==> config.mk <==
export PLATFORM = sky130hd
export DESIGN_NAME = sdcfl_core
export DESIGN_NICKNAME = d
export VERILOG_FILES = /design/src/rtl/sdcfl_pkg.sv /design/src/rtl/sdcfl_core.sv /design/src/rtl/sdcfl_fault_history.sv /design/src/rtl/sdcfl_edge_detect.sv
export SDC_FILE = /design/constraint.sdc
export NUM_CORES = 1
export LEC_CHECK = 0
export ABC_AREA = 1
export ABC_CLOCK_PERIOD_IN_PS = 3500
export BUFFER_PORTS_ARGS = -buffer_cell sky130_fd_sc_hd__buf_2
export CAP_MARGIN = 10
export CORE_UTILIZATION = 54
export CTS_CLUSTER_SIZE = 16
export DETAILED_ROUTE_END_ITERATION = 16
export GPL_TIMING_DRIVEN = 0
export PLACE_DENSITY = 0.78
export SYNTH_ARGS = -nofsm -noshare
export SYNTH_HDL_FRONTEND = slang
export SYNTH_SLANG_ARGS = --single-unit
==> constraint.sdc <==
create_clock -name core_clk -period 3.5 [get_ports core_clk]
set_clock_uncertainty 0.2 [all_clocks]
set_input_delay 0 -clock core_clk [delete_from_list [all_inputs] [get_ports core_clk]]
set_output_delay 0 -clock core_clk [all_outputs]
set_load 0.1 [all_outputs]
==> src/rtl/sdcfl_pkg.sv <==
package sdcfl_pkg;

    // Register indices on the plain register port.
    localparam logic [4:0] ADDR_CONTROL     = 5'h00;  // Command and mode bits.
    localparam logic [4:0] ADDR_PEAK        = 5'h01;  // Peak coil current, units of 0.1 A.
    localparam logic [4:0] ADDR_MICROSTEP   = 5'h02;  // Microsteps per full step.
    localparam logic [4:0] ADDR_PROP_GAIN   = 5'h03;  // Current loop proportional gain.
    localparam logic [4:0] ADDR_INT_GAIN    = 5'h04;  // Current loop integral gain.
    localparam logic [4:0] ADDR_BAUD_DIV    = 5'h05;  // Tuning link baud divider.
    localparam logic [4:0] ADDR_PULSE_RATE  = 5'h06;  // Internal pulse generator period.
    localparam logic [4:0] ADDR_FAULT_NOW   = 5'h07;  // Present fault flags.
    localparam logic [4:0] ADDR_STATUS      = 5'h08;  // Block status.
    localparam logic [4:0] ADDR_STEP_ANGLE  = 5'h09;  // Detected motor step angle.
    localparam logic [4:0] ADDR_RES_BASE    = 5'h10;  // Resonance areas, four words each.
    localparam logic [4:0] ADDR_HIST_BASE   = 5'h1c;  // Unused base marker.
    localparam logic [3:0] HIST_INDEX_LAST  = 4'h9;   // Index of the oldest history entry.
    localparam logic [7:0] ADDR_HIST_WIN    = 8'h20;  // History window, ten words.

    // Control register bit positions.
    localparam int CTL_CLR_PRESENT = 0;  // Write one: clear present faults.
    localparam int CTL_CLR_ALL     = 1;  // Write one: clear faults and history.
    localparam int CTL_FORMAT      = 2;  // Zero step/direction, one dual pulse.
    localparam int CTL_EDGE        = 3;  // Zero rising, one falling.
    localparam int CTL_PERSIST     = 4;  // Write one: persist parameters.
    localparam int CTL_LOAD_DEF    = 5;  // Write one: load default parameters.
    localparam int CTL_STEP_TEST   = 6;  // Write one: start current step test.
    localparam int CTL_GEN_RUN     = 7;  // Internal pulse generator runs.
    localparam int CTL_CAPTURE     = 8;  // Write one: capture speed into area limit.
    localparam int CTL_CAP_AREA    = 9;  // Two bits: area to capture into.
    localparam int CTL_CAP_UPPER   = 11; // Capture into ceiling when one.

    // Limits and defaults.
    localparam logic [15:0] PEAK_MIN       = 16'h0001;  // 0.1 A.
    localparam logic [15:0] PEAK_MAX       = 16'h0020;  // 3.2 A.
    localparam logic [15:0] MICRO_MIN      = 16'h0001;
    localparam logic [15:0] MICRO_MAX      = 16'h0200;  // 512 microsteps.
    localparam logic [15:0] RES_DEF_ZERO   = 16'h0000;  // Areas one and two.
    localparam logic [15:0] RES_DEF_THREE  = 16'h0080;  // Area three, 128.
    localparam int          CLK_HZ         = 10_000_000;
    localparam int          BAUD_DEFAULT   = 38400;
    localparam logic [15:0] BAUD_DIV_DEF   = 16'(CLK_HZ / BAUD_DEFAULT);
    localparam int          DOUBLE_TOGGLE_MS = 1000;     // Window for two switch changes.
    localparam int          DOUBLE_TOGGLE_CYC = CLK_HZ / 1000 * DOUBLE_TOGGLE_MS;
    localparam int          STEP_TEST_CYC  = 16;         // Length of a current step test.
    localparam logic [15:0] PEAK_DEFAULT   = 16'h0010;
    localparam logic [15:0] MICRO_DEFAULT  = 16'h0010;

    // Fault codes kept in the history.
    typedef enum logic [2:0] {
        SDCFL_FLT_NONE    = 3'h0,
        SDCFL_FLT_CURRENT = 3'h1,
        SDCFL_FLT_SUPPLY  = 3'h2,
        SDCFL_FLT_WIRING  = 3'h4
    } sdcfl_fault_e;

    // One resonance area.
    typedef struct packed {
        logic [15:0] amplitude;
        logic [15:0] phase;
        logic [15:0] speed_floor;
        logic [15:0] speed_ceiling;
    } sdcfl_res_s;

    // Register port request.
    typedef struct packed {
        logic [7:0]  addr;
        logic [15:0] wdata;
        logic        wr;
        logic        rd;
    } sdcfl_req_s;

endpackage : sdcfl_pkg

==> src/rtl/sdcfl_core.sv <==
// Chosen here: the plain strobed port and the register offsets.
`timescale 1ns/1ns
`default_nettype none
// Functional notes
// - History of ten faults, zero newest
// - Report present faults and history
// - Clear present faults, keep history
// - Clear everything clears faults and history
// - Current limit fault from over-current sense
// - Supply high fault from supply monitor
// - Coil wiring fault from wiring detect
// - Switch four double change starts self-identify
// - Peak current accepted from 0.1 to 3.2
// - Microsteps accepted from 1 to 512
// - Selectable step/direction or dual pulse
// - Selectable rising or falling step edge
// - Dual pulse ignores fixed-level input
// - Anti-resonance off when all zero
// - Three resonance areas with capturable limits
// - Defaults: areas one, two zero; three 128
// - Step angle is detected, not set
// - PI gains writable; step test supported
// - Tuning link defaults to 38400 baud
// - Persist parameters and load defaults
// - Internal pulse generator for test motion
// - Fault latches motor off until power cycle
module sdcfl_core
    import sdcfl_pkg::*;
#(
    parameter int TOGGLE_WINDOW = DOUBLE_TOGGLE_CYC
) (
    // Clock and reset.
    input  wire logic        core_clk,
    input  wire logic        reset,
    // Register port.
    input  wire logic [7:0]  reg_addr,
    input  wire logic [15:0] reg_wdata,
    input  wire logic        reg_wr,
    input  wire logic        reg_rd,
    output logic      [15:0] reg_rdata,
    // Step command inputs.
    input  wire logic        step_pulse_in,
    input  wire logic        direction_in,
    // Setting switches and sensors.
    input  wire logic        setting_switch_four,
    input  wire logic        over_current_sense,
    input  wire logic        supply_high_sense,
    input  wire logic        wiring_bad_sense,
    input  wire logic        identify_done,
    input  wire logic [7:0]  detected_step_angle,
    // Drive outputs.
    output logic             step_out,
    output logic             dir_out,
    output logic             motor_enable,
    output logic             anti_res_enable,
    output logic             identify_start,
    output logic             step_test_start,
    output logic             persist_parameters
);

    // Configuration registers.
    logic [15:0] peak_q;
    logic [15:0] micro_q;
    logic [15:0] prop_gain_q;
    logic [15:0] int_gain_q;
    logic [15:0] baud_div_q;
    logic [15:0] pulse_rate_q;
    logic        format_q;           // Zero step/direction, one dual pulse.
    logic        edge_q;             // Zero rising, one falling.
    logic        gen_run_q;          // Internal generator enable.
    sdcfl_res_s  res_q [3];          // Resonance areas.
    logic [7:0]  step_angle_q;       // Detected step angle.
    // Fault state.
    logic [2:0]  fault_q;            // Present flags: current, supply, wiring.
    logic        latched_q;          // Fault latch until power cycle.
    // Generator and switch tracking.
    logic [15:0] gen_cnt_q;
    logic        gen_tick_q;
    logic        sw_prev_q;
    logic        sw_armed_q;
    logic [31:0] sw_cnt_q;
    logic        identify_busy_q;
    // Request decode.
    sdcfl_req_s  req;
    logic        wr_ctl;
    logic [2:0]  new_fault;
    logic [2:0]  hist_code;
    logic        step_edge;
    logic        dir_edge;
    logic        speed_cap;

    assign req = '{addr: reg_addr, wdata: reg_wdata, wr: reg_wr, rd: reg_rd};
    assign wr_ctl = req.wr && (req.addr[4:0] == ADDR_CONTROL) && (req.addr[7:5] == 3'h0);

    // Configuration writes, with range limits and default loading.
    always_ff @(posedge core_clk) begin
        if (reset || (wr_ctl && req.wdata[CTL_LOAD_DEF])) begin
            peak_q       <= PEAK_DEFAULT;
            micro_q      <= MICRO_DEFAULT;
            prop_gain_q  <= 16'h0000;
            int_gain_q   <= 16'h0000;
            baud_div_q   <= BAUD_DIV_DEF;
            pulse_rate_q <= 16'h0000;
            format_q     <= 1'b0;
            edge_q       <= 1'b0;
            gen_run_q    <= 1'b0;
        end else if (req.wr && req.addr[7:5] == 3'h0) begin
            case (req.addr[4:0])
                ADDR_CONTROL: begin
                    format_q  <= req.wdata[CTL_FORMAT];
                    edge_q    <= req.wdata[CTL_EDGE];
                    gen_run_q <= req.wdata[CTL_GEN_RUN];
                end
                ADDR_PEAK: begin
                    if (req.wdata >= PEAK_MIN && req.wdata <= PEAK_MAX) begin
                        peak_q <= req.wdata;
                    end
                end
                ADDR_MICROSTEP: begin
                    if (req.wdata >= MICRO_MIN && req.wdata <= MICRO_MAX) begin
                        micro_q <= req.wdata;
                    end
                end
                ADDR_PROP_GAIN: prop_gain_q <= req.wdata;
                ADDR_INT_GAIN: int_gain_q <= req.wdata;
                ADDR_BAUD_DIV: baud_div_q <= req.wdata;
                ADDR_PULSE_RATE: pulse_rate_q <= req.wdata;
                default: ;
            endcase
        end
    end

    // Capture request: the generator period stands for the present speed.
    assign speed_cap = wr_ctl && req.wdata[CTL_CAPTURE];

    // Resonance areas: defaults, writes and limit capture.
    always_ff @(posedge core_clk) begin
        if (reset || (wr_ctl && req.wdata[CTL_LOAD_DEF])) begin
            for (int a = 0; a < 3; a++) begin
                res_q[a] <= '0;
                res_q[a].amplitude <= (a == 2) ? RES_DEF_THREE : RES_DEF_ZERO;
                res_q[a].phase     <= (a == 2) ? RES_DEF_THREE : RES_DEF_ZERO;
            end
        end else if (speed_cap && req.wdata[CTL_CAP_AREA +: 2] != 2'h3) begin
            if (req.wdata[CTL_CAP_UPPER]) begin
                res_q[req.wdata[CTL_CAP_AREA +: 2]].speed_ceiling <= pulse_rate_q;
            end else begin
                res_q[req.wdata[CTL_CAP_AREA +: 2]].speed_floor <= pulse_rate_q;
            end
        end else if (req.wr && req.addr[4] && req.addr[7:5] == 3'h0
                     && req.addr[3:2] != 2'h3) begin
            case (req.addr[1:0])
                2'h0: res_q[req.addr[3:2]].amplitude <= req.wdata;
                2'h1: res_q[req.addr[3:2]].phase <= req.wdata;
                2'h2: res_q[req.addr[3:2]].speed_floor <= req.wdata;
                default: res_q[req.addr[3:2]].speed_ceiling <= req.wdata;
            endcase
        end
    end

    // Anti-resonance runs when any amplitude or phase is nonzero.
    always_ff @(posedge core_clk) begin
        if (reset) begin
            anti_res_enable <= 1'b0;
        end else begin
            anti_res_enable <= (|res_q[0].amplitude) | (|res_q[0].phase)
                             | (|res_q[1].amplitude) | (|res_q[1].phase)
                             | (|res_q[2].amplitude) | (|res_q[2].phase);
        end
    end

    // Present faults: sensors set, commands clear, set wins.
    assign new_fault = {wiring_bad_sense, supply_high_sense, over_current_sense} & ~fault_q;
    always_ff @(posedge core_clk) begin
        if (reset) begin
            fault_q <= 3'h0;
        end else begin
            if (wr_ctl && (req.wdata[CTL_CLR_PRESENT] || req.wdata[CTL_CLR_ALL])) begin
                fault_q <= {wiring_bad_sense, supply_high_sense, over_current_sense};
            end else begin
                fault_q <= fault_q | {wiring_bad_sense,
                                      supply_high_sense,
                                      over_current_sense};
            end
        end
    end

    // Protection latch; only reset (power cycle) releases it.
    always_ff @(posedge core_clk) begin
        if (reset) begin
            latched_q    <= 1'b0;
            motor_enable <= 1'b0;
        end else begin
            latched_q    <= latched_q | (|new_fault);
            motor_enable <= ~(latched_q | (|new_fault));
        end
    end

    // History keeps the lowest-numbered new fault of a cycle.
    sdcfl_fault_history #(.DEPTH(10)) u_hist (
        .core_clk (core_clk),
        .reset    (reset),
        .push     (|new_fault),
        .code     (new_fault[0] ? SDCFL_FLT_CURRENT :
                   new_fault[1] ? SDCFL_FLT_SUPPLY : SDCFL_FLT_WIRING),
        .clear_all(wr_ctl && req.wdata[CTL_CLR_ALL]),
        .rd_index (4'(req.addr - ADDR_HIST_WIN)),
        .rd_code  (hist_code)
    );

    // Internal pulse generator for test motion.
    always_ff @(posedge core_clk) begin
        if (reset || !gen_run_q) begin
            gen_cnt_q  <= 16'h0000;
            gen_tick_q <= 1'b0;
        end else if (gen_cnt_q >= pulse_rate_q) begin
            gen_cnt_q  <= 16'h0000;
            gen_tick_q <= ~gen_tick_q;
        end else begin
            gen_cnt_q  <= gen_cnt_q + 16'h0001;
        end
    end

    // Edge pickers on the step input and the counterclockwise input.
    sdcfl_edge_detect u_step (
        .core_clk  (core_clk),
        .reset     (reset),
        .level     (gen_run_q ? gen_tick_q : step_pulse_in),
        .falling   (edge_q),
        .edge_pulse(step_edge)
    );
    sdcfl_edge_detect u_dir (
        .core_clk  (core_clk),
        .reset     (reset),
        .level     (direction_in),
        .falling   (edge_q),
        .edge_pulse(dir_edge)
    );

    // Step output per command format.
    always_ff @(posedge core_clk) begin
        if (reset) begin
            step_out <= 1'b0;
            dir_out  <= 1'b0;
        end else if (format_q && !gen_run_q) begin
            step_out <= (step_edge | dir_edge) & motor_enable;
            if (step_edge) begin
                dir_out <= 1'b0;
            end else if (dir_edge) begin
                dir_out <= 1'b1;
            end
        end else begin
            step_out <= step_edge & motor_enable;
            dir_out  <= gen_run_q ? 1'b0 : direction_in;
        end
    end

    // Switch four double change within the window starts self-identify.
    always_ff @(posedge core_clk) begin
        if (reset) begin
            sw_prev_q       <= 1'b0;
            sw_armed_q      <= 1'b0;
            sw_cnt_q        <= 32'h0;
            identify_start  <= 1'b0;
            identify_busy_q <= 1'b0;
            step_angle_q    <= 8'h00;
        end else begin
            sw_prev_q      <= setting_switch_four;
            identify_start <= 1'b0;
            if (sw_armed_q && 32'(sw_cnt_q) < 32'(TOGGLE_WINDOW)) begin
                sw_cnt_q <= sw_cnt_q + 32'h1;
            end else begin
                sw_armed_q <= 1'b0;
            end
            // Done comes first so that a start in the same cycle wins.
            if (identify_busy_q && identify_done) begin
                identify_busy_q <= 1'b0;
                step_angle_q    <= detected_step_angle;
            end
            if (setting_switch_four != sw_prev_q) begin
                if (sw_armed_q && 32'(sw_cnt_q) < 32'(TOGGLE_WINDOW)) begin
                    sw_armed_q      <= 1'b0;
                    identify_start  <= 1'b1;
                    identify_busy_q <= 1'b1;
                end else begin
                    sw_armed_q <= 1'b1;
                    sw_cnt_q   <= 32'h0;
                end
            end
        end
    end

    // Command pulses for step test and persisting parameters.
    always_ff @(posedge core_clk) begin
        if (reset) begin
            step_test_start    <= 1'b0;
            persist_parameters <= 1'b0;
        end else begin
            step_test_start    <= wr_ctl && req.wdata[CTL_STEP_TEST];
            persist_parameters <= wr_ctl && req.wdata[CTL_PERSIST];
        end
    end

    // Read data, valid in the cycle after the read strobe.
    always_ff @(posedge core_clk) begin
        if (reset) begin
            reg_rdata <= 16'h0000;
        end else if (req.rd) begin
            reg_rdata <= 16'h0000;
            if (req.addr >= ADDR_HIST_WIN) begin
                reg_rdata <= {13'h0, hist_code};
            end else if (req.addr[4] && req.addr[3:2] != 2'h3) begin
                case (req.addr[1:0])
                    2'h0: reg_rdata <= res_q[req.addr[3:2]].amplitude;
                    2'h1: reg_rdata <= res_q[req.addr[3:2]].phase;
                    2'h2: reg_rdata <= res_q[req.addr[3:2]].speed_floor;
                    default: reg_rdata <= res_q[req.addr[3:2]].speed_ceiling;
                endcase
            end else begin
                case (req.addr[4:0])
                    ADDR_CONTROL: reg_rdata <= {8'h0, gen_run_q, 3'h0, edge_q, format_q, 2'h0};
                    ADDR_PEAK: reg_rdata <= peak_q;
                    ADDR_MICROSTEP: reg_rdata <= micro_q;
                    ADDR_PROP_GAIN: reg_rdata <= prop_gain_q;
                    ADDR_INT_GAIN: reg_rdata <= int_gain_q;
                    ADDR_BAUD_DIV: reg_rdata <= baud_div_q;
                    ADDR_PULSE_RATE: reg_rdata <= pulse_rate_q;
                    ADDR_FAULT_NOW: reg_rdata <= {13'h0, fault_q};
                    ADDR_STATUS: reg_rdata <= {13'h0, identify_busy_q, anti_res_enable, latched_q};
                    ADDR_STEP_ANGLE: reg_rdata <= {8'h0, step_angle_q};
                    default: reg_rdata <= 16'h0000;
                endcase
            end
        end
    end

    // Checks.
    property p_latch_holds;
        @(posedge core_clk) disable iff (reset) latched_q |=> latched_q && !motor_enable;
    endproperty
    a_latch_holds: assert property (p_latch_holds) else $error("fault latch released");
    property p_fault_sets;
        @(posedge core_clk) disable iff (reset) over_current_sense |=> fault_q[0];
    endproperty
    a_fault_sets: assert property (p_fault_sets) else $error("current fault not set");
    property p_supply;
        @(posedge core_clk) disable iff (reset) supply_high_sense |=> fault_q[1];
    endproperty
    a_supply: assert property (p_supply) else $error("supply fault not set");
    property p_wiring;
        @(posedge core_clk) disable iff (reset) wiring_bad_sense |=> fault_q[2];
    endproperty
    a_wiring: assert property (p_wiring) else $error("wiring fault not set");
    property p_clear;
        @(posedge core_clk) disable iff (reset)
            wr_ctl && req.wdata[CTL_CLR_PRESENT] && !over_current_sense |=> !fault_q[0];
    endproperty
    a_clear: assert property (p_clear) else $error("present fault not cleared");
    property p_antires;
        @(posedge core_clk) disable iff (reset)
            (res_q[2].amplitude != 16'h0) |=> anti_res_enable;
    endproperty
    a_antires: assert property (p_antires) else $error("anti-resonance not on");
    property p_persist;
        @(posedge core_clk) disable iff (reset)
            wr_ctl && req.wdata[CTL_PERSIST] |=> persist_parameters ##1 !persist_parameters;
    endproperty
    a_persist: assert property (p_persist) else $error("persist pulse wrong");
    property p_peak_range;
        @(posedge core_clk) disable iff (reset) peak_q >= PEAK_MIN && peak_q <= PEAK_MAX;
    endproperty
    a_peak_range: assert property (p_peak_range) else $error("peak out of range");

endmodule : sdcfl_core
`default_nettype wire

==> src/rtl/sdcfl_fault_history.sv <==
`timescale 1ns/1ns
`default_nettype none
// Ten-deep fault history; entry 0 newest, entry 9 oldest.
module sdcfl_fault_history
    import sdcfl_pkg::*;
#(
    parameter int DEPTH = 10
) (
    // Clock and reset.
    input  wire logic       core_clk,
    input  wire logic       reset,
    // Control.
    input  wire logic       push,
    input  wire logic [2:0] code,
    input  wire logic       clear_all,
    // Readout.
    input  wire logic [3:0] rd_index,
    output logic      [2:0] rd_code
);

    // Storage array of fault codes.
    logic [2:0] entry_q [DEPTH];

    // Shift toward the oldest, drop the last and insert at zero.
    always_ff @(posedge core_clk) begin
        if (reset || clear_all) begin
            for (int i = 0; i < DEPTH; i++) begin
                entry_q[i] <= SDCFL_FLT_NONE;
            end
        end else if (push) begin
            entry_q[0] <= code;
            for (int i = 1; i < DEPTH; i++) begin
                entry_q[i] <= entry_q[i-1];
            end
        end
    end

    // Readout mux; out of range reads zero.
    always_comb begin
        rd_code = SDCFL_FLT_NONE;
        if (32'(rd_index) < DEPTH) begin
            rd_code = entry_q[rd_index];
        end
    end

endmodule : sdcfl_fault_history
`default_nettype wire

==> src/rtl/sdcfl_edge_detect.sv <==
`timescale 1ns/1ns
`default_nettype none
// Picks the selected edge of a step input.
module sdcfl_edge_detect (
    // Clock and reset.
    input  wire logic core_clk,
    input  wire logic reset,
    // Input and edge choice.
    input  wire logic level,
    input  wire logic falling,
    // One-cycle edge pulse.
    output logic      edge_pulse
);

    // Previous input level.
    logic prev_q;

    // Track the previous level.
    always_ff @(posedge core_clk) begin
        if (reset) begin
            prev_q <= 1'b0;
        end else begin
            prev_q <= level;
        end
    end

    // Rising or falling edge as selected.
    assign edge_pulse = falling ? (prev_q & ~level) : (~prev_q & level);

endmodule : sdcfl_edge_detect
`default_nettype wire

# After elaboration in Yosys (flattened, before gate mapping)
# Memories as Yosys holds them, arrays and structs flattened.
# Cells that the tools add are included.
word_totals:
  rom_bits: 0
  ram_bits: 222
  n_memories: 2
  inputBits: 43
  latchBits: 0
  out_inout_bits: 23
  ff_bits: 188
  elab_cells: 224
mem_list:
  columns: ["memory", "depth", "width", "read_ports", "rd_clocked_by_memory_dff", "write_ports", "line_no", "text"]
  rows:
  - ["res_q", 3, 64, 4, 0, 3, "sdcfl_core.sv:71", "sdcfl_res_s res_q [3];"]
  - ["u_hist.entry_q", 10, 3, 10, 0, 10, "sdcfl_fault_history.sv:22", "logic [2:0] entry_q [DEPTH];"]
classes:
  mul: 0
  shifts: 0
  addsub: 3
  mux: 83
  magnitude_cmp: 7
  n_div: 0
  n_bitwise: 39
  reduce_logical: 46
  eq_ne: 16
ops:
  columns: ["cell", "count"]
  rows:
  - ["case mux 16 bit (10 select lines)", 1]
  - ["two-way mux 16 bit", 8]
  - ["two-way mux 64 bit", 2]
  - ["OR reduction 64 bit", 2]
  - ["two-way mux 32 bit", 3]
  - ["OR reduction 16 bit", 6]
  - ["two-way mux 1 bit", 50]
  - ["case mux 16 bit (3 select lines)", 1]
  - ["two-way mux 3 bit", 14]
  - ["adder 32 x 1 -> 32 bit, second input constant", 1]
  - ["< comparator 32 x 24 -> 1 bit, second input constant", 1]
  - ["OR 1 bit", 23]
  - ["== test 5 x 3 -> 1 bit, second input constant", 4]
  - ["logical AND 1 bit", 19]
  - ["adder 16 x 1 -> 16 bit, second input constant", 1]
  - [">= comparator 16 x 1 -> 1 bit, second input constant", 1]
  - [">= comparator 16 bit", 1]
  - ["less-or-equal comparator 16 x 10 -> 1 bit, second input constant", 1]
  - ["less-or-equal comparator 16 x 6 -> 1 bit, second input constant", 1]
  - ["== test 5 x 2 -> 1 bit, second input constant", 2]
  - ["== test 5 x 4 -> 1 bit, second input constant", 2]
  - ["AND reduction 2 bit", 5]
  - [">= comparator 8 x 6 -> 1 bit, second input constant", 1]
  - ["two-way mux 4 bit", 2]
  - ["other kinds (23)", 42]

# Depth between registers and ports, before layout
# Gate-level depths: netlist of the first run.
logic_depth:
  depth_word: 11
  depth_mapped: 12
  depth_no_buf: 12

# Hierarchy
# A second synthesis of the first run with hierarchy kept.
unflattened:
  cells_unflattened: 2655
  hier_area_um2: 22008.6
modules_own_cells:
  columns: ["module", "n_inst", "seq_area_each_um2", "area_each_um2", "cells_per_inst"]
  rows:
  - ["sdcfl_core", 1, 11410.9, 20412.1, 2472]
  - ["sdcfl_fault_history", 1, 900.9, 1498.9, 167]
  - ["sdcfl_edge_detect", 2, 20.0, 48.8, 8]

# Least setup slack after synthesis of the first run
# Ideal clock, no wire load.
synth_timing:
  path_type: "input -> register"
  from: "input reg_addr[5]"
  to: "memory res_q[0][0] in the netlist's numbering (enable)"
  setup_slack_ns: 1.177
  setup_time_ns: 0.372
  path_stages: 10
  n_path_buf: 1
  arrival_time_ns: 1.751
  t_required_ns: 2.928
  cell_sequence: "nor3_2 > nand2_1 > nor2_4 > nand4_2 > inv_2 > nand2_1 > nand2_1 > nand3_2 > buf_2 > nand2_1"
synth_lines:
  columns: ["item", "line_no", "text"]
  rows:
  - ["start, declared", "sdcfl_core.sv:36", "input wire logic [7:0] reg_addr,"]
  - ["end, declared", "sdcfl_core.sv:71", null]

# Worst setup path after layout of the first run
layout_timing:
  from: "input reg_addr[3]"
  to: "register reg_rdata[0]"
layout_via:
  elab_chain_cells: 4
  word_cells_on_any_way: 22
  classes_between: "add/sub (1); order compare (2); eq/ne (10); mux (5); reduce/logical (2); memory (2)"
layout_lines:
  columns: ["item", "line_no", "text"]
  rows:
  - ["subtractor 4 x 1 -> 4 bit, or another cell as far along", "sdcfl_core.sv:207", ".rd_index (4'(req.addr - ADDR_HIST_WIN)),"]
  - ["memory read (10 x 3 bit), or another cell as far along", null, null]
  - ["two-way mux 3 bit / two-way mux 16 bit (equally long branches)", "sdcfl_fault_history.sv:41, sdcfl_core.sv:312", null]
  - ["two-way mux 16 bit *", "sdcfl_core.sv:310", "if (req.addr >= ADDR_HIST_WIN) begin"]
  - ["end signal, assigned", "sdcfl_core.sv:311", "reg_rdata <= {13'h0, hist_code};"]
  - ["end signal, assigned", "sdcfl_core.sv:314", "2'h0: reg_rdata <= res_q[req.addr[3:2]].amplitude;"]
  - ["end signal, assigned", "sdcfl_core.sv:315", "2'h1: reg_rdata <= res_q[req.addr[3:2]].phase;"]
  - ["end, declared", "sdcfl_core.sv:40", "output logic [15:0] reg_rdata,"]
# Mark *: on every way between the ends. The rest lies on a longest branch, timed or not.
# A chain may end at the register's enable or synchronous reset.

==> results of run 1 <==
## repair_timing
item	CTS	global route
gates resized for setup	0	1
setup buffers	0	0
endpoints found under the setup margin	0	16
hold buffers	52	0
hold endpoints to repair	180	0
## cells by family (layout without fill, tap and decap cells)
kind of cell | after synthesis | after routing | synth area share, %
AOI/OAI and AO/OA | 229 | 229 | 5.49
DFF | 474 | 474 | 55.5
xor gates and xnor gates | 18 | 18 | 0.709
and+or+nand+nor | 1661 | 1661 | 30.5
adders and majority gates | 19 | 19 | 1.07
buffers and inverters | 387 | 591 | 6.71
other | 1 | 65 | 0.0169
## per-layer routing
layer | vias up | share of wire [%]
met2 | 1293 | 45
met4 | 0 | 5.0
met1 | 9403 | 39
met3 | 242 | 11
met5 | - | 0
li1 | 9388 | -
## synth_stat cells, types with 3 or more instances
| cell | count |
|---|---|
| dfxtp_1 | 188 |
| nor4_1 | 26 |
| buf_1 | 9 |
| edfxtp_1 | 286 |
| o22ai_1 | 3 |
| inv_2 | 6 |
| clkbuf_1 | 75 |
| clkinv_1 | 5 |
| ha_1 | 19 |
| nor3_1 | 47 |
| buf_2 | 19 |
| nand3_1 | 187 |
| o21ai_1 | 3 |
| nand3_2 | 6 |
| o211ai_1 | 4 |
| xnor2_1 | 5 |
| nand4_1 | 23 |
| a21oi_1 | 94 |
| o21ai_0 | 106 |
| a21oi_2 | 12 |
| and3_1 | 8 |
| nor2_1 | 508 |
| buf_4 | 4 |
| nand2_1 | 837 |
| xor2_1 | 13 |
| nand2_2 | 9 |
| inv_1 | 269 |
## worst paths after layout
path / depth (start not counted) / start / slack [ns] / endpoint
min reg2reg: 2 / peak_q[15] / 0.24 / peak_q[15]
max: 13 / reg_addr[3] / 0.12 / reg_rdata[0]
max reg2reg: 10 / pulse_rate_q[2] / 0.97 / gen_cnt_q[12]
min: 4 / detected_step_angle[1] / 0.02 / step_angle_q[1]
## per-stage QoR
| step | instance area, µm² | setup TNS (ns) | util, % |
|---|---|---|---|
| detailed placement | 23500 | -18.72 | 58.3 |
| CTS | 25500 | 0 | 63.4 |
| global route | 25500 | 0 | 63.5 |
| global placement | 23500 | -14.25 | 58.3 |
| floorplan | 22500 | 0 | - |
| finish | 25500 | 0 | 63.5 |
## power groups by stage
stage	Clock, mW	Sequential [mW]	Combinational (mW)
floorplan	0	6.34	0.480
global placement	0	6.32	0.825
detailed placement	0	6.33	0.838
CTS	5.06	6.21	0.886
global route	5.28	6.23	0.980
finish	5.08	6.21	0.922
## cell type report
| cell class | instances | area [µm²] |
|---|---|---|
| buffer | 107 | 440 |
| sequential | 474 | 12400 |
| clock buffer | 83 | 1480 |
| inverter | 280 | 1050 |
| clock inverter | 6 | 53.8 |
| tap | 525 | 657 |
| multi-input combinational | 1991 | 8640 |
| antenna | 1 | 2.50 |
| fill | 3384 | 14700 |
| timing repair buffer | 115 | 836 |
## worst max-delay path, stage by stage
cell,delay (ns)
buf_2,0.15
clkbuf_1,0.32
nor2_1,1.01
clkbuf_1,0.79
nand2_1,0.13
nand3_1,0.14
nor2_1,0.08
nor2_1,0.10
nand3_1,0.12
nand2_1,0.13
nand2_1,0.05
dlygate4sd3_1,0.55
a21oi_1,0.12
==> summary.md, run 1 <==
| Metric | Value |
|---|---|
| Run status | `completed` |
| Pwr/cell area | `479 mW/mm²` |
| Achievable Freq | `0.296 GHz` |
| Peak supply drop | `0.377 mV` |
| Number of flip-flops in the largest register | `256` |
| Fin nets | `3080` |
| Vias | `20.3k` |
| # DRC | `0` |
| Top flop regs | `res_q (256), sw_cnt_q (32), u_hist.entry_q (30)` |
| Yosys top cell area share | `38.6%` |
| Die W | `205 µm` |
| DR vias/cell | `5.67` |
| IO buf count | `63` |
| HPWL after DPL | `49700 µm` |
| First-pass GRT wire length | `105000 µm` |
| Clock share of power | `41.6%` |
| Slew Viols, Final | `0` |
| Largest net degree at the start of global routing | `31` |
| Worst-case clock buffer depth | `3` |
| Period minus WS final | `3.38 ns` |
| Starting DRT DRC Count | `2688` |
| Fin. Hold Viols | `0` |
| Leak Pwr | `10.6 nW` |
| Initial Util | `55.3%` |
| GRT overflow | `0` |
| Crit. End Element | `register` |
| CTS Root Cell | `clkbuf_16` |
| DRT antenna net count | `0` |
| Synth cell types | `40` |
| Post-synth EDFFs | `286` |
| Internal | `9.21 mW` |
| Clock slew at reported path FFs | `0.06 ns` |
| Leading area contributor after synthesis | `edfxtp_1` |
| Vias in the first global route | `18.9k` |
| Sequential share of the synthesized area | `55.5%` |
| Clock sinks | `474` |
| Period utilisation layout | `96.7%` |
| Switching power | `3.00 mW` |
| Max-Cap Viols | `0` |
| Worst min path class | `in2reg` |
| Most common cell after layout, fill and taps aside | `nand2_1` |
| WL/cell | `19.6 µm` |
| Top_reg_cell synth | `edfxtp_1` |
| Comb pwr share | `7.5%` |
| Syn-to-layout area delta | `14.7%` |
| Number of synthesized register bits | `474` |
| FP Rows | `73` |
| Total power | `12.2 mW` |
| Biggest register | `res_q` |
| DRT Pass-1 Iters | `6` |
| Slew @ Worst Pin | `1.20 ns` |
| Arrival @ worst endpoint | `3.72 ns` |
| Mapped cell area | `0.0222 mm²` |
| Final Hold Slack | `0.0179 ns` |
| Seq pwr share | `50.9%` |
| Overall routing resource usage | `33.4%` |
| Pre-CTS setup slack | `-0.482 ns` |
| Met3 Resource Use GR | `6.00%` |
| DP Cell Count | `3440` |
| Total CTS buffers | `49` |
| Total wire length | `70100 µm` |
| Synth Instances | `2789` |
| Most used routing layer | `met2` |
| Final Setup Violations | `0` |
| Antenna violations before repair | `1` |
| Avg Inst Size Synth | `7.97 µm²` |
| RSZ-0062 raised after global routing | `false` |
| Worst setup path category | `in2reg` |
| CTS tree | `built` |
| I/O pin cnt | `66` |
| Die area | `0.0420 mm²` |
| Ys async rst share | `0%` |
| Net Sw Frac | `24.6%` |
| Synth top area cells | `edfxtp_1 39%, dfxtp_1 17%, nand2_1 14%, nor2_1 8.6%, inv_1 4.5%` |
| Final WS setup | `0.116 ns` |
| Clock Latency Late Sink | `0.61 ns` |
| CP Max Fanout | `10` |
| Fraction of layout cells with a size suffix above 1 | `6.32%` |
| Die H | `205 µm` |
| Worst setup SP type | `input pin` |
| CTS H-tree lvls | `2` |
| Met2 Use GR | `52.4%` |
| Core area | `0.0402 mm²` |
| Most frequent cells in the layout | `836 x nand2_1, 508 x nor2_1, 286 x edfxtp_1` |
| Final cell count without fillers | `3582` |
| Yosys warns | `0` |
| Relative slew slack | `19.8%` |
| Gp weighted congestion | `0.955` |
| Met1 Use GR | `44.3%` |
| CP Data Required Time | `3.83 ns` |
Note: power is estimated with default switching activity, not from simulation.
==> run 2: changes to the inputs <==
Settings changed: CELL_PAD_IN_SITES_DETAIL_PLACEMENT from default to 0, CELL_PAD_IN_SITES_GLOBAL_PLACEMENT from default to 1, CORE_MARGIN from default to 4, CORE_UTILIZATION 54 to 51, PLACE_DENSITY 0.78 to 0.92.
==> run 2 against run 1 <==
Combinational power up 1%. Worst hold slack better by 0.036 ns. Count of clock-buffer cells in the layout down 9. Clock power up 9.3%. Final cell count up 1.8%. Core utilization down 3.7 points. First-iteration DRC count down 5.2%. Sequential power about the same. Fmax down 0.61%. Highest routed layer is now met5.
==> summary.md, run 2 (same netlist as run 1, synthesis figures left out) <==
| Metric | Value |
|---|---|
| Starting DRT DRC Count | `2549` |
| Largest stage delay on the critical path | `0.64 ns` |
| Worst setup path category | `in2reg` |
| Gp weighted congestion | `0.972` |
| CTS H-tree lvls | `2` |
| CTS tree | `built` |
| RSZ-0062 raised after global routing | `true` |
| Worst-case clock buffer depth | `3` |
| First-pass GRT wire length | `110000 µm` |
| Relative slew slack | `27.6%` |
| I/O pin cnt | `66` |
| Most frequent cells in the layout | `832 x nand2_1, 508 x nor2_1, 286 x edfxtp_1` |
| IO buf count | `63` |
| Syn-to-layout area delta | `15.8%` |
| Clock slew at reported path FFs | `0.06 ns` |
| Total power | `12.7 mW` |
| Fin nets | `3080` |
| Final Instance Area | `0.0258 mm²` |
| Overall routing resource usage | `30.5%` |
| Total wire length | `73300 µm` |
| Die W | `217 µm` |
| Most common cell after layout, fill and taps aside | `nand2_1` |
| CTS Root Cell | `clkbuf_16` |
| Period minus WS final | `3.40 ns` |
| Clock sinks | `474` |
| DRT antenna net count | `0` |
| Core area | `0.0431 mm²` |
| Worst setup startpoint | `reg_addr[4]` |
| DR vias/cell | `5.53` |
| Crit. End Element | `register` |
| Final Setup Violations | `0` |
| Period utilisation layout | `97.3%` |
| Buf/Inv on CP | `5` |
| Die H | `217 µm` |
| Top flop regs | `res_q (256), sw_cnt_q (32), u_hist.entry_q (30)` |
| CP max stage cell | `nand2_1` |
| Post-CTS setup buffer count | `0` |
| Layout fillers | `3890` |
| Die area | `0.0470 mm²` |
| CP top delay family | `simple AND/OR/NAND/NOR gates` |
| DRT Pass-1 Iters | `7` |
| CP Max Fanout | `16` |
| Placed Area | `0.0235 mm²` |
| Fin. Hold Viols | `0` |
| Slew @ Worst Pin | `1.08 ns` |
| # DRC | `0` |
| Reg-to-Reg Start | `pulse_rate_q[3]` |
| Peak supply drop | `0.399 mV` |
| Initial Util | `51.6%` |
| Clock Latency Late Sink | `0.59 ns` |
| Run status | `completed` |
| Vias in the first global route | `19.0k` |
| Worst min path class | `in2reg` |
| Vias | `20.2k` |
| Most frequent cell on the critical path | `nand2_1` |
| Max-Cap Viols | `0` |
| Largest net degree at the start of global routing | `31` |
| Worst setup SP type | `input pin` |
| CP Cell Sequence | `dlygate4sd3_1 > buf_2 > inv_1 > nand3_2 > nor2_4 > nand4_2 > inv_2 > nand2_1 > nand2_1 > nand3_2 > buf_2 > nand2_1` |
| GRT overflow | `0` |
| Total CTS buffers | `51` |
| Pwr/cell area | `493 mW/mm²` |
| Hold path startpoint | `detected_step_angle[7]` |
| Arrival @ worst endpoint | `3.42 ns` |
| Number of flip-flops in the largest register | `256` |
| Fraction of layout cells with a size suffix above 1 | `6.80%` |
| Slew Viols, Final | `0` |
| CP Data Required Time | `3.52 ns` |
| FP Rows | `76` |
| Biggest register | `res_q` |
| Achievable Freq | `0.294 GHz` |
| HPWL after DPL | `52200 µm` |
| Leak Pwr | `10.6 nW` |
| Antenna violations before repair | `2` |
| WL/cell | `20.1 µm` |
run 2: cell types whose count changed in the layout (fill, tap and decap cells not counted), sizes merged:
| cell | before | now |
|---|---|---|
| clkinv | 7 | 19 |
| clkbuf | 158 | 149 |
| bufinv | 0 | 5 |
| inv | 278 | 275 |
| dlygate4sd3 | 52 | 50 |
| clkinvlp | 1 | 2 |
run 2: per-stage QoR:
stage / hold slack (ns) / setup WS (ns) / utilization (%) / instances / setup TNS (ns)
6_report: 0.0536 / 0.0953 / 59.8 / 3646 / 0
5_1_grt: 0.0493 / -0.0328 / 59.8 / 3646 / -0.819
4_1_cts: 0.0123 / 0.00167 / 59.7 / 3645 / 0
3_5_place_dp: 0.0407 / -0.429 / 54.6 / 3500 / -44.18
3_3_place_gp: 0.0245 / -0.443 / 54.6 / 3500 / -39.22
2_1_floorplan: -0.0930 / 1.18 / - / 2852 / 0
run 2: cell type report:
class	count	area, µm²	share of cell area, %
clock buffers	74	1480	5.73
well taps	585	732	2.84
repair buffers	113	816	3.17
diodes	1	2.50	0.00972
flip-flops and latches	474	12400	48.0
plain buffers	107	440	1.71
clock inverters	21	236	0.918
inverters	280	1050	4.08
multi-input cells	1991	8650	33.6
run 2: worst reg2reg max path: cells and delay by family (launching register included):
kind	cells	cell delay, ns
fa+ha+maj	1	0.32
flops	1	0.57
compound gates	1	0.20
buf+inv	2	0.49
simple gates	6	0.60
run 2: path summary, 6_finish.rpt:
kind         slack (ns)              end  cells past startpoint
min reg2reg        0.24     sw_cnt_q[29]                      2
max                 0.1     res_q[0][20]                     12
min                0.05  step_angle_q[7]                      4
max reg2reg        0.98     gen_cnt_q[1]                     10
run 2: what timing repair did:
| item | in CTS | in global routing |
|---|---|---|
| hold buffers | 50 | 0 |
| endpoints found under the hold margin | 155 | 0 |
| resized for setup | 0 | 5 |
| endpoints found under the setup margin | 0 | 96 |
run 2: power breakdown:
group | leakage, nW | internal, mW | switching (mW) | total, mW
logic | 5.50 | 0.225 | 0.706 | 0.931
clock network | 0.834 | 3.29 | 2.27 | 5.55
registers | 4.30 | 6.12 | 0.0904 | 6.21
run 2: per-layer routing:
layer,track usage [%],wire length (µm),vias up
li1,-,-,9373
met1,40.4,28700,9483
met2,49.5,33500,1086
met3,5.11,7350,228
met4,14.3,3770,2
met5,0,13,-
==> run 3: changes to the inputs <==
Settings changed: SYNTH_HIERARCHICAL from default to 1.
==> run 3 against run 2 <==
Final cell count is 3.6% lower. Worst setup slack worse by 0.031 ns. Critical path depth is 1 lower.
==> summary.md, run 3 <==
| Metric | Value |
|---|---|
| Total wire length | `70100 µm` |
| # DRC | `0` |
| Achievable Freq | `0.291 GHz` |
| Hold depth | `4` |
| Relative slew slack | `32.9%` |
| Cell count of the worst reg-to-reg path | `9` |
| Yosys warns | `6` |
| CTS Root Cell | `clkbuf_16` |
| CP Cell Sequence | `dlygate4sd3_1 > buf_2 > nor3_4 > nand2_4 > nor2_8 > a21oi_2 > buf_2 > o21ai_1 > nand2_2 > buf_6 > nand2_1` |
| HPWL after DPL | `49500 µm` |
| Sequential share of the synthesized area | `56.1%` |
| Number of synthesized register bits | `474` |
| Seq pwr share | `50.0%` |
| Final Instance Area | `0.0256 mm²` |
| Fin nets | `2960` |
| Hold path startpoint | `direction_in` |
| Worst min-delay path endpoint | `dir_out` |
| Largest net degree at the start of global routing | `17` |
| Top flop regs | `res_q (256), sw_cnt_q (32), u_hist/entry_q (30)` |
| Antenna violations before repair | `1` |
| Net Sw Frac | `24.5%` |
| CP max stage cell | `nand2_1` |
| Seq. cell area | `0.0124 mm²` |
| Worst R2R Setup Slack | `0.82 ns` |
| Worst setup path category | `in2reg` |
| Period utilisation layout | `98.2%` |
| Post-synth top cells | `717 x nand2_1, 470 x nor2_1, 286 x edfxtp_1` |
| Fraction of layout cells with a size suffix above 1 | `7.56%` |
| Arrival @ worst endpoint | `3.45 ns` |
| Most common cell after layout, fill and taps aside | `nand2_1` |
| Most frequent cell on the critical path | `buf_2` |
| Layout fillers | `3723` |
| Core area | `0.0423 mm²` |
| Fin. Hold Viols | `0` |
| RSZ-0062 raised after global routing | `false` |
| Slew @ Worst Pin | `1.01 ns` |
| Post-synth EDFFs | `286` |
| Pwr/cell area | `486 mW/mm²` |
| CP Max Fanout | `16` |
| Mapped cell area | `0.0220 mm²` |
| Max-Cap Viols | `0` |
| Slew Viols, Final | `0` |
| Total power | `12.4 mW` |
| Worst min path class | `in2reg` |
| Yosys top cell area share | `39.0%` |
| Leak Pwr | `10.3 nW` |
| Synth Instances | `2655` |
| Vias | `19.4k` |
| Biggest register | `res_q` |
| Die W | `216 µm` |
| Synth cell types | `53` |
| CTS H-tree lvls | `2` |
| Reg-to-Reg Start | `sw_cnt_q[9]` |
| Worst setup SP type | `input pin` |
| Gp weighted congestion | `0.951` |
| Peak supply drop | `0.341 mV` |
| DRT antenna net count | `0` |
| DRT Pass-1 Iters | `6` |
| Starting DRT DRC Count | `2432` |
| Clock sinks | `474` |
| Period minus WS final | `3.44 ns` |
| Number of flip-flops in the largest register | `256` |
| Area of the multi-input gates | `0.00837 mm²` |
| Synth top area cells | `edfxtp_1 39%, dfxtp_1 17%, nand2_1 12%, nor2_1 8.0%, inv_1 4.4%` |
| Total CTS buffers | `50` |
| Clock slew at reported path FFs | `0.06 ns` |
| IO buf count | `65` |
| Switching power | `3.04 mW` |
| Most frequent cells in the layout | `712 x nand2_1, 470 x nor2_1, 286 x edfxtp_1` |
| Leading area contributor after synthesis | `edfxtp_1` |
| Overall routing resource usage | `29.5%` |
| Crit. End Element | `register` |
| Avg Inst Size Synth | `8.29 µm²` |
| DR vias/cell | `5.53` |
| Syn-to-layout area delta | `16.2%` |
| Top_reg_cell synth | `edfxtp_1` |
| Placed Area | `0.0233 mm²` |
| WL/cell | `19.9 µm` |
| Worst R2R End | `identify_busy_q` |
| Vias in the first global route | `18.8k` |
| Ys async rst share | `0%` |
| GRT overflow | `0` |
| CP Data Required Time | `3.51 ns` |
| Clock Latency Late Sink | `0.61 ns` |
| I/O pin cnt | `66` |
| Worst-case clock buffer depth | `3` |
| Initial Util | `52.0%` |
| Comb pwr share | `7.5%` |
| Largest stage delay on the critical path | `0.67 ns` |
| FP Rows | `75` |
| Run status | `completed` |
| First-pass GRT wire length | `106000 µm` |
| Clock share of power | `42.6%` |
| Die area | `0.0465 mm²` |
| Final Setup Violations | `0` |
| Internal | `9.38 mW` |
| Die H | `216 µm` |
| Cell with the most instances after synthesis | `nand2_1` |
| CTS tree | `built` |
[run 3: worst max-delay path by stage]
stage	start	endpoint	slack (ns)	depth (start not counted)
6_report	reg_addr[5]	res_q[1][52]	0.06	11
5_1_grt	reg_addr[5]	res_q[1][52]	0.02	13
4_1_cts	reg_addr[2]	reg_rdata[2]	0.02	14
3_5_place_dp	reg_addr[2]	res_q[1][44]	-0.19	8
3_3_place_gp	reg_addr[2]	res_q[1][43]	-0.16	8
2_1_floorplan	reg_addr[0]	res_q[0][16]	1.10	10
[run 3: stage by stage]
stage | std cells | utilization, % | hold WS (ns) | setup TNS (ns) | setup WS, ns
floorplan | 2718 | - | -0.128 | 0 | 1.10
global placement | 3360 | 55.0 | 0.0348 | -8.74 | -0.155
detailed placement | 3361 | 55.1 | 0.0414 | -9.70 | -0.190
CTS | 3512 | 60.3 | 0.00921 | 0 | 0.0229
global route | 3515 | 60.4 | 0.0538 | 0 | 0.0223
finish | 3515 | 60.4 | 0.0455 | 0 | 0.0647
[run 3: what timing repair did]
item,in CTS,in global routing
resized for setup,0,13
setup endpoints to repair,0,97
hold endpoints to repair,183,0
hold buffers,60,0
setup buffers,0,2
[run 3: power groups by stage]
stage | clock [mW] | combinational [mW] | sequential (mW)
CTS | 5.31 | 0.893 | 6.21
floorplan | 0 | 0.473 | 6.34
detailed placement | 0 | 0.843 | 6.32
global placement | 0 | 0.834 | 6.32
finish | 5.29 | 0.927 | 6.21
global route | 5.56 | 0.995 | 6.22
[run 3: worst max-delay path, delay by kind of cell]
family | cells | cell delay (ns)
AOI/OAI and AO/OA | 2 | 0.48
buffers and inverters | 4 | 1.11
and+or+nand+nor | 5 | 1.84
[run 3: area by class of cell]
class                           count  area share, %
Clock inverter                     30           1.19
Timing Repair Buffer              128           3.79
Antenna cell                        1        0.00979
Tap cell                          577           2.82
Inverter                          274           4.05
Multi-Input combinational cell   1864           32.7
Sequential cell                   474           48.3
Clock buffer                       61           5.09
Buffer                            106           2.01
[run 3: cell families (layout without fill, tap and decap cells)]
| family | count (synthesis) | after routing | share of synthesized area [%] |
|---|---|---|---|
| fa+ha+maj | 19 | 19 | 1.08 |
| xor+xnor | 21 | 21 | 0.836 |
| other cells | 1 | 65 | 0.0170 |
| simple gates | 1499 | 1499 | 28.6 |
| compound gates | 261 | 261 | 6.37 |
| flops | 474 | 474 | 56.1 |
| buf+inv | 380 | 599 | 6.97 |
[run 3: routing by layer]
layer  part of all wire, %  GRT usage, %  up-vias
met5                     0             0        -
met4                   5.0          14.5        0
met3                   9.7          5.08      197
met2                    46          47.9      997
met1                    39          38.4     9187
li1                      -             -     9049
